==> config.mk <==
export PLATFORM = sky130hd
export DESIGN_NAME = ars_dev_flat
export DESIGN_NICKNAME = d
export VERILOG_FILES = /design/src/include/ars_pkg.sv /design/src/include/ars_link_if.sv /design/src/rtl/ars_dev.sv /design/src/flat_wrapper.sv
export SDC_FILE = /design/constraint.sdc
export NUM_CORES = 1
export LEC_CHECK = 0
export BUFFER_PORTS_ARGS = -buffer_cell sky130_fd_sc_hd__buf_2
export CAP_MARGIN = 20
export CORE_MARGIN = 2
export CORE_UTILIZATION = 55
export CTS_CLUSTER_DIAMETER = 60
export CTS_CLUSTER_SIZE = 40
export DETAILED_ROUTE_END_ITERATION = 6
export GPL_TIMING_DRIVEN = 0
export PLACE_DENSITY = 0.82
export SYNTH_ARGS = -nofsm -noshare
export SYNTH_HDL_FRONTEND = slang
export SYNTH_SLANG_ARGS = --single-unit
==> constraint.sdc <==
create_clock -name mclk -period 5.35 [get_ports mclk]
set_clock_uncertainty 0.05 [all_clocks]
set_input_delay 0.535 -clock mclk [delete_from_list [all_inputs] [get_ports mclk]]
set_output_delay 0.535 -clock mclk [all_outputs]
set_load 0.01 [all_outputs]
==> src/include/ars_pkg.sv <==
// Shared constants for the audio reset and clock supervisor pair.
// Assumes a 100 MHz system clock on both ends.
package ars_pkg;
	localparam int CLK_NS = 10;
	// Reset pulse that the controlling end must hold
	localparam int T_RESET_MIN_NS = 400;
	localparam int RESET_MIN_CYC = (T_RESET_MIN_NS + CLK_NS - 1) / CLK_NS;
	// Longest delay from reset to output-state indicator low
	localparam int T_MSTATE_NS = 370;
	localparam int MSTATE_CYC = T_MSTATE_NS / CLK_NS;
	// Control interface stays closed this long after reset release
	localparam int T_CTRL_READY_US = 3000;
	localparam int CTRL_READY_CYC = T_CTRL_READY_US * 1000 / CLK_NS;
	// Master clock cycles needed before power-down release
	localparam int PDN_MCLK_MIN = 5;
	localparam int BCLK_PER_FRAME = 64;
	localparam int DRIFT_MAX = 10;
	localparam int TOL_PCT = 4;
	localparam int XTAL_HZ = 13500000;
	// Supported input rates, oversampling and output rate
	localparam int N_RATES = 7;
	localparam int RATE_HZ [N_RATES] = '{32000, 44100, 48000, 88200, 96000, 176400, 192000};
	localparam int OS_FACTOR [N_RATES] = '{12, 8, 8, 4, 4, 2, 2};
	localparam int PWM_HZ [N_RATES] = '{384000, 352800, 384000, 352800, 384000, 352800, 384000};
	// Host divider taps: master clock /4, bit clock /16, frame /1024
	localparam int HOST_MCLK_BIT = 1;
	localparam int HOST_BCLK_BIT = 3;
	localparam int HOST_DIV_W = HOST_BCLK_BIT + 7;
	localparam int VOL_HOLD_CYC = 8;
	localparam int VOL_W = 8;
	localparam int WORD_W = 64;
	// Reset values
	localparam logic [VOL_W-1:0] VOL_RESET = 8'h00;
	typedef enum logic [1:0] {ARS_OFF, ARS_DETECT, ARS_WAIT_VOL, ARS_RUN} ars_state_t;
	typedef enum logic [2:0] {ARSH_RESET, ARSH_PDN, ARSH_WAIT, ARSH_READY, ARSH_VOL} ars_hstate_t;
endpackage

==> src/include/ars_link_if.sv <==
// Link between the audio source / host end and the supervised device end.
// The crystal time base is driven by the surroundings, not by either end.
`timescale 1ns/100ps
`default_nettype none
interface ars_link_if;
	logic reset_n;
	logic power_down_request_n;
	logic src_mclk;
	logic bclk;
	logic fclk;
	logic sdata;
	logic crystal_time_base_in;
	logic vol_req;
	logic [ars_pkg::VOL_W-1:0] vol_level;
	modport dev (
		input reset_n,
		input power_down_request_n,
		input src_mclk,
		input bclk,
		input fclk,
		input sdata,
		input crystal_time_base_in,
		input vol_req,
		input vol_level
	);
	modport host (
		output reset_n,
		output power_down_request_n,
		output src_mclk,
		output bclk,
		output fclk,
		output sdata,
		output vol_req,
		output vol_level
	);
endinterface
`default_nettype wire

==> src/rtl/ars_dev.sv <==
// Device end: reset, power-down and clock-rate supervisor of the PWM processor.
// Assumes every link pin is asynchronous to mclk and is sampled at 100 MHz.
`timescale 1ns/100ps
`default_nettype none
// Overview of operation
// - 32 kHz family: twelve times, 384 kHz out
// - 44.1/88.2/176.4 kHz: 8/4/2 times, 352.8 kHz
// - 48/96/192 kHz: 8/4/2 times, 384 kHz
// - frame drift over 10 master clocks resyncs
// - source gives 64 bit clocks per frame
// - host holds reset low 400 ns minimum
// - five master clocks before power-down release
// - rates measured against crystal time base
// - audio only after master volume write
module ars_dev #(
	parameter int CTRL_READY_CYC = ars_pkg::CTRL_READY_CYC,
	parameter int XTAL_HZ = ars_pkg::XTAL_HZ
) (
	input wire logic mclk,
	input wire logic resetn,
	ars_link_if.dev link,
	output logic out_state,
	output logic ctrl_ready,
	output logic rate_locked,
	output logic [3:0] os_factor,
	output logic [18:0] pwm_rate_hz,
	output logic [ars_pkg::VOL_W-1:0] master_volume,
	output logic resync,
	output logic sample_valid,
	output logic [ars_pkg::WORD_W-1:0] sample_data
);
	localparam int NS = 8 + ars_pkg::VOL_W;
	localparam int N = ars_pkg::N_RATES;

	logic [NS-1:0] pin_raw;
	logic [NS-1:0] sync1;
	logic [NS-1:0] sync2;
	logic [4:0] last;
	ars_pkg::ars_state_t state;
	ars_pkg::ars_state_t next_state;
	logic [31:0] ready_cnt;
	logic [7:0] bclk_cnt;
	logic [11:0] xtal_cnt;
	logic [15:0] mck_cnt;
	logic [15:0] prev_mck;
	logic have_prev;
	logic framing_good;
	logic vol_written;
	logic [ars_pkg::WORD_W-1:0] shift;

	assign pin_raw = {link.vol_level, link.vol_req, link.crystal_time_base_in, link.sdata,
		link.fclk, link.bclk, link.src_mclk, link.power_down_request_n, link.reset_n};

	// Two flip-flops per pin; the first stage feeds only the second
	genvar gi;
	generate
		for (gi = 0; gi < NS; gi++) begin : g_sync
			always_ff @(posedge mclk or negedge resetn) begin
				if (!resetn) begin
					sync1[gi] <= 1'b0;
					sync2[gi] <= 1'b0;
				end else begin
					sync1[gi] <= pin_raw[gi];
					sync2[gi] <= sync1[gi];
				end
			end
		end
	endgenerate

	// Synchronised levels and edges
	wire rst_pin_n = sync2[0];
	wire pdn_n = sync2[1];
	wire mck_rise = sync2[2] & ~last[0];
	wire bclk_rise = sync2[3] & ~last[1];
	wire fclk_rise = sync2[4] & ~last[2];
	wire sdata_s = sync2[5];
	wire xtal_rise = sync2[6] & ~last[3];
	wire vol_rise = sync2[7] & ~last[4];
	wire [ars_pkg::VOL_W-1:0] vol_s = sync2[NS-1:8];
	wire active = rst_pin_n & pdn_n;

	always_ff @(posedge mclk or negedge resetn) begin
		if (!resetn) begin
			last <= 5'h00;
		end else begin
			last <= {sync2[7:6], sync2[4:2]};
		end
	end

	// Rate classification against crystal-derived period windows
	logic [N-1:0] hit;
	generate
		for (gi = 0; gi < N; gi++) begin : g_rate
			localparam int NOM = XTAL_HZ / ars_pkg::RATE_HZ[gi];
			localparam int LO = NOM * (100 - ars_pkg::TOL_PCT) / 100;
			localparam int HI = NOM * (100 + ars_pkg::TOL_PCT) / 100;
			assign hit[gi] = (xtal_cnt >= 12'(LO)) && (xtal_cnt <= 12'(HI));
		end
	endgenerate

	// First matching entry sets oversampling and output rate
	logic [3:0] sel_os;
	logic [18:0] sel_pwm;
	always_comb begin
		sel_os = 4'h0;
		sel_pwm = 19'h00000;
		for (int i = N - 1; i >= 0; i--) begin
			if (hit[i]) begin
				sel_os = 4'(ars_pkg::OS_FACTOR[i]);
				sel_pwm = 19'(ars_pkg::PWM_HZ[i]);
			end
		end
	end

	// Frame checks made at each frame clock rising edge
	wire frame_ok = (bclk_cnt == 8'(ars_pkg::BCLK_PER_FRAME));
	wire [15:0] drift = (mck_cnt > prev_mck) ? mck_cnt - prev_mck : prev_mck - mck_cnt;
	wire drift_bad = have_prev && (drift > 16'(ars_pkg::DRIFT_MAX));
	wire frame_end = fclk_rise && active;
	wire rate_hit = |hit;
	wire lock_ok = have_prev && frame_ok && rate_hit && !drift_bad;

	// Per-frame edge counters, restarted at each frame edge
	always_ff @(posedge mclk or negedge resetn) begin
		if (!resetn) begin
			bclk_cnt <= 8'h00;
			xtal_cnt <= 12'h000;
			mck_cnt <= 16'h0000;
		end else if (fclk_rise || !active) begin
			bclk_cnt <= {7'h00, bclk_rise};
			xtal_cnt <= {11'h000, xtal_rise};
			mck_cnt <= {15'h0000, mck_rise};
		end else begin
			if (bclk_rise && bclk_cnt != 8'hff)
				bclk_cnt <= bclk_cnt + 8'h01;
			if (xtal_rise && xtal_cnt != 12'hfff)
				xtal_cnt <= xtal_cnt + 12'h001;
			if (mck_rise && mck_cnt != 16'hffff)
				mck_cnt <= mck_cnt + 16'h0001;
		end
	end

	// Previous frame length in master clocks; a resync forgets it
	always_ff @(posedge mclk or negedge resetn) begin
		if (!resetn) begin
			prev_mck <= 16'h0000;
			have_prev <= 1'b0;
		end else if (!active) begin
			have_prev <= 1'b0;
		end else if (frame_end) begin
			prev_mck <= mck_cnt;
			have_prev <= !drift_bad;
		end
	end

	// Framing is good only after a full 64-edge frame
	always_ff @(posedge mclk or negedge resetn) begin
		if (!resetn)
			framing_good <= 1'b0;
		else if (!active)
			framing_good <= 1'b0;
		else if (frame_end)
			framing_good <= frame_ok;
	end

	// Supervisor sequence
	always_comb begin
		next_state = state;
		case (state)
			ars_pkg::ARS_OFF: begin
				if (active)
					next_state = ars_pkg::ARS_DETECT;
			end
			ars_pkg::ARS_DETECT: begin
				if (frame_end && lock_ok)
					next_state = ars_pkg::ARS_WAIT_VOL;
			end
			ars_pkg::ARS_WAIT_VOL: begin
				if (vol_written)
					next_state = ars_pkg::ARS_RUN;
			end
			ars_pkg::ARS_RUN: begin
				next_state = ars_pkg::ARS_RUN;
			end
			default: begin
				next_state = ars_pkg::ARS_OFF;
			end
		endcase
		// Lost lock or drift sends detection round again
		if (state != ars_pkg::ARS_OFF && state != ars_pkg::ARS_DETECT && frame_end)
			if (drift_bad || !rate_hit)
				next_state = ars_pkg::ARS_DETECT;
		if (!active)
			next_state = ars_pkg::ARS_OFF;
	end

	always_ff @(posedge mclk or negedge resetn) begin
		if (!resetn)
			state <= ars_pkg::ARS_OFF;
		else
			state <= next_state;
	end

	// Latch rate selection at lock; cleared while off
	always_ff @(posedge mclk or negedge resetn) begin
		if (!resetn) begin
			os_factor <= 4'h0;
			pwm_rate_hz <= 19'h00000;
		end else if (state == ars_pkg::ARS_DETECT && frame_end && lock_ok) begin
			os_factor <= sel_os;
			pwm_rate_hz <= sel_pwm;
		end else if (state == ars_pkg::ARS_OFF) begin
			os_factor <= 4'h0;
			pwm_rate_hz <= 19'h00000;
		end
	end

	// Control port window: 3 ms counted after the two sync stages, so their latency adds to it
	always_ff @(posedge mclk or negedge resetn) begin
		if (!resetn) begin
			ready_cnt <= 32'h00000000;
			ctrl_ready <= 1'b0;
		end else if (!rst_pin_n) begin
			ready_cnt <= 32'h00000000;
			ctrl_ready <= 1'b0;
		end else if (ready_cnt >= 32'(CTRL_READY_CYC - 1)) begin
			ctrl_ready <= 1'b1;
		end else begin
			ready_cnt <= ready_cnt + 32'h00000001;
		end
	end

	// Volume command accepted only while the control port is open
	always_ff @(posedge mclk or negedge resetn) begin
		if (!resetn) begin
			vol_written <= 1'b0;
			master_volume <= ars_pkg::VOL_RESET;
		end else if (!rst_pin_n) begin
			vol_written <= 1'b0;
			master_volume <= ars_pkg::VOL_RESET;
		end else if (vol_rise && ctrl_ready) begin
			vol_written <= 1'b1;
			master_volume <= vol_s;
		end
	end

	// Bit capture, MSB first, on bit clock rising edges
	always_ff @(posedge mclk or negedge resetn) begin
		if (!resetn)
			shift <= 64'h0;
		else if (bclk_rise)
			shift <= {shift[ars_pkg::WORD_W-2:0], sdata_s};
	end

	// Leaving run on this frame edge drops the sample, so the indicator covers every one
	wire run_stays = (state == ars_pkg::ARS_RUN) && (next_state == ars_pkg::ARS_RUN);

	// Frame hand-off; bad frames and frames after bad ones are dropped
	always_ff @(posedge mclk or negedge resetn) begin
		if (!resetn) begin
			sample_valid <= 1'b0;
			sample_data <= 64'h0;
		end else begin
			sample_valid <= 1'b0;
			if (frame_end && frame_ok && framing_good && run_stays) begin
				sample_valid <= 1'b1;
				sample_data <= shift;
			end
		end
	end

	// Indicator drops three cycles after the pin, well inside the limit
	always_ff @(posedge mclk or negedge resetn) begin
		if (!resetn) begin
			out_state <= 1'b0;
			rate_locked <= 1'b0;
			resync <= 1'b0;
		end else begin
			out_state <= (next_state == ars_pkg::ARS_RUN);
			rate_locked <= (next_state == ars_pkg::ARS_WAIT_VOL)
				|| (next_state == ars_pkg::ARS_RUN);
			resync <= frame_end && drift_bad;
		end
	end
endmodule
`default_nettype wire

==> src/flat_wrapper.sv <==
// flat-port wrapper written by rule: the top's interface ports become plain ports
module ars_dev_flat 
#(
	parameter int CTRL_READY_CYC = ars_pkg::CTRL_READY_CYC,
	parameter int XTAL_HZ = ars_pkg::XTAL_HZ
)
  (mclk, resetn, out_state, ctrl_ready, rate_locked, os_factor, pwm_rate_hz, master_volume, resync, sample_valid, sample_data, link_reset_n, link_power_down_request_n, link_src_mclk, link_bclk, link_fclk, link_sdata, link_crystal_time_base_in, link_vol_req, link_vol_level);
  ars_link_if link_i ();
  input wire logic mclk;
  input wire logic resetn;
  output logic out_state;
  output logic ctrl_ready;
  output logic rate_locked;
  output logic [3:0] os_factor;
  output logic [18:0] pwm_rate_hz;
  output logic [ars_pkg::VOL_W-1:0] master_volume;
  output logic resync;
  output logic sample_valid;
  output logic [ars_pkg::WORD_W-1:0] sample_data;
  input wire logic [$bits(link_i.reset_n)-1:0] link_reset_n;
  input wire logic [$bits(link_i.power_down_request_n)-1:0] link_power_down_request_n;
  input wire logic [$bits(link_i.src_mclk)-1:0] link_src_mclk;
  input wire logic [$bits(link_i.bclk)-1:0] link_bclk;
  input wire logic [$bits(link_i.fclk)-1:0] link_fclk;
  input wire logic [$bits(link_i.sdata)-1:0] link_sdata;
  input wire logic [$bits(link_i.crystal_time_base_in)-1:0] link_crystal_time_base_in;
  input wire logic [$bits(link_i.vol_req)-1:0] link_vol_req;
  input wire logic [$bits(link_i.vol_level)-1:0] link_vol_level;
  assign link_i.reset_n = link_reset_n;
  assign link_i.power_down_request_n = link_power_down_request_n;
  assign link_i.src_mclk = link_src_mclk;
  assign link_i.bclk = link_bclk;
  assign link_i.fclk = link_fclk;
  assign link_i.sdata = link_sdata;
  assign link_i.crystal_time_base_in = link_crystal_time_base_in;
  assign link_i.vol_req = link_vol_req;
  assign link_i.vol_level = link_vol_level;
  ars_dev #(.CTRL_READY_CYC(CTRL_READY_CYC), .XTAL_HZ(XTAL_HZ)) u_core (.mclk(mclk), .resetn(resetn), .link(link_i), .out_state(out_state), .ctrl_ready(ctrl_ready), .rate_locked(rate_locked), .os_factor(os_factor), .pwm_rate_hz(pwm_rate_hz), .master_volume(master_volume), .resync(resync), .sample_valid(sample_valid), .sample_data(sample_data));
endmodule
==> flow_summary.toml <==
[power]
ir_drop_v = 0.000291
leakage_nw = 6.86
total_power_mw = 3.91
combPwrFrac = 0.087
swShare = 0.269
p_int_mw = 2.86
clkPwrFrac = 0.368
powerDensity_nw_per_um2 = 263
seq_power_share = 0.545
p_sw_mw = 1.05

[job]
maxCapViolations = 0

[floorplanning]
die_w_um = 159
die-area_um2 = 25300
fp.coreArea_um2 = 23500
row_count = 56
fp.dieH_um = 159
initial_core_util = 0.562
io-pin-count = 118

[clock_tree]
clockBufferDepth = 3
post-cts-setup-buffers = 0
clk_pin_slew_worst_paths_ns = 0.14
clock-root-buffer = "clkbuf_16"
cts_tree = "built"
clk_latency_ns = 0.53
cts_buffers = 15
cts_sinks = 273
htreeDepth = 1

[synthesis]
synthFlopType = "dfrtp_1"
synth-seq-cells = 273
synth-edff-count = 0
synth_top_area_share = 0.517
syn_avg_cell_area_um2 = 9.72
netlist_top_cells_area = "dfrtp_1 52%, o21ai_0 4.5%, o211ai_1 4.0%, nand2_1 3.8%, ha_1 3.7%"
synth_top_area_cell = "dfrtp_1"
async_reset_ff_frac = 1.00
syn_area_um2 = 13200
synth_cell_types = 71
synthCells = 1361
yosysWarningCount = 0
ys_seq_area_frac = 0.517

[worst_setup_path]
crit_path_start_kind = "flip-flop"
required_ns = 5.72
crit_arrival_ns = 4.92
critPathMaxFanout = 10
setup.worst_path.end_class = "flip-flop"
crit_type = "reg -> reg"

[timing]
tightest_slew_ns = 0.828
hold_viol = 0
setup_viol = 0
finalCritPeriodShare = 0.850
fin_crit_ns = 4.55
rsz0062_at_grt = "no"
max_freq_mhz = 220
slew_headroom = 0.444
final_max_slew_viol_count = 0

[placed_design]
gp_congestion = 0.910
port_buffers = 107
hpwl_mm = 21.6

[global_routing]
grt_usage = 0.238
grt_pass1_vias = 10400
grt_max_degree = 108
overflow = 0
antenna_found_initial = 2
grt_pass1_wl_mm = 51.0

[cells_and_area]
final_nets = 1556
final_core_util = 0.631
diodes = 0
drive_gt1_frac = 0.125
area_growth_pct = 12.4

[route]
drc = 0
wl_per_cell_um = 16.5
first_pass_iters = 5
drtIter0Drc = 595
routed_wirelength_mm = 30.1
via_per_inst = 5.65
vias = 10300
final_antenna_net_count = 0

[run_status]
outcome = "finished, final reports clean"

[worst_hold_path]
hp-class = "in -> reg"
==> cells in the final DEF (no fill, tap or decap), types with 8 or more instances in the layout <==
master | synthesis | layout
a211oi_1 | 9 | 9
a21oi_1 | 49 | 49
and2_1 | 32 | 32
and3_1 | 8 | 8
buf_1 | 8 | 8
buf_2 | 9 | 115
buf_4 | 17 | 17
clkbuf_1 | 53 | 53
clkbuf_16 | 0 | 15
conb_1 | 1 | 10
dfrtp_1 | 273 | 273
ha_1 | 39 | 39
inv_1 | 111 | 111
mux2i_1 | 15 | 15
nand2_1 | 134 | 134
nand2b_1 | 17 | 17
nand3_1 | 25 | 25
nand4_1 | 25 | 25
nor2_1 | 77 | 77
nor2b_1 | 19 | 19
nor3_1 | 15 | 15
o211ai_1 | 71 | 71
o21a_1 | 12 | 12
o21ai_0 | 118 | 118
o21ai_1 | 62 | 62
or3_1 | 9 | 9
xnor2_1 | 36 | 36
xor2_1 | 16 | 16
==> flip-flops by register name (all words and copies together) (netlist names), 12 cells and up <==
register            count
u_core.xtal_cnt        12
u_core.sample_data     64
u_core.ready_cnt       32
u_core.mck_cnt         16
u_core.sync1           16
u_core.prev_mck        16
u_core.shift           64
u_core.sync2           13
==> power groups by stage <==
stage | Sequential [mW] | Combinational [mW] | Clock, mW
global placement | 2.17 | 0.328 | 0
CTS | 2.13 | 0.343 | 1.46
global route | 2.14 | 0.383 | 1.55
finish | 2.13 | 0.342 | 1.44
floorplan | 2.16 | 0.222 | 0
detailed placement | 2.17 | 0.340 | 0
==> cell usage after synthesis (all sizes together) (8+ instances only) <==
library cell and n:
nor2 77, nor2b 19, a211oi 9, o21a 12, nand2b 17, nor4 9
nand2 134, nand4 25, and3 8, o211ai 71, inv 111, dfrtp 273
and2 32, buf 41, nand3 25, clkbuf 54, ha 39, mux2i 15
o21ai 180, xor2 16, or3 9, a21oi 49, xnor2 36, nor3 15
==> stage by stage <==
stage	worst slack, ns	instances	TNS (ns)	cell area [µm²]	hold slack, ns
floorplan	1.66	1370	0	13300	0.189
global placement	-1.10	1796	-293.01	14200	0.282
detailed placement	0.884	1798	0	14300	0.287
CTS	0.808	1825	0	14900	0.0420
global route	0.473	1825	0	14900	0.0286
finish	0.800	1825	0	14900	0.0572
==> path summary, 6_finish.rpt <==
check                      slack (ns)                                  to                     startpoint  depth (start not counted)
max                              0.80  u_core.sample_data[51]$_DFFE_PN0P_  u_core.mck_cnt[0]$_DFFE_PN0P_                         15
min                              0.06           u_core.sync1[1]$_DFF_PN0_      link_power_down_request_n                          1
max reg2reg                      0.80  u_core.sample_data[51]$_DFFE_PN0P_  u_core.mck_cnt[0]$_DFFE_PN0P_                         15
min reg2reg                      0.30            u_core.sdata_s$_DFF_PN0_      u_core.sync1[5]$_DFF_PN0_                          0
max in group asynchronous        3.83           u_core.sync1[2]$_DFF_PN0_                         resetn                          3
min in group asynchronous        0.49  u_core.sample_data[19]$_DFFE_PN0P_                         resetn                          2
==> logic make-up (layout without fill, tap and decap cells) <==
kind of cell,after synthesis,in the layout,synth area share
DFF,273,273,0.517
and+or+nand+nor,391,391,0.147
adders and majority gates,41,41,0.0399
other,1,10,0.000284
muxes,19,19,0.0156
buffers and inverters,206,342,0.0682
AOI/OAI and AO/OA,378,378,0.178
xor gates and xnor gates,52,52,0.0344
==> layer usage <==
metal,GRT usage,share of wire,vias up
met5,0,0.00023,-
met4,0.0682,0.020,2
li1,-,-,4898
met2,0.410,0.49,299
met1,0.312,0.42,5055
met3,0.0432,0.062,50
==> area by class of cell <==
cell class              instances  area, µm²
flip-flops and latches        273       6830
inverters                     111        417
fillers                      1916       8680
plain buffers                  95        485
well taps                     319        399
clock buffers                  15        375
repair buffers                110        611
clock inverters                11        221
multi-input cells             891       5530
==> timing repair <==
action | 4_1_cts | 5_1_grt
hold buffers | 1 | 0
gates resized for setup | 0 | 0
hold endpoints to repair | 69 | 0
==> worst max-delay path, cell delays in order (launching register included) <==
cell,delay (ns)
dfrtp_1,0.43
inv_1,0.11
ha_1,0.23
fa_1,0.40
nand2b_1,0.18
a21boi_0,0.40
o211a_1,0.28
o21a_1,0.31
or3_1,0.16
and4_1,0.21
clkbuf_1,0.31
nand2b_1,0.18
clkbuf_1,0.51
buf_1,0.44
o211ai_1,0.15
o21ai_1,0.13
No activity file was read; power rests on OpenSTA's default activity.
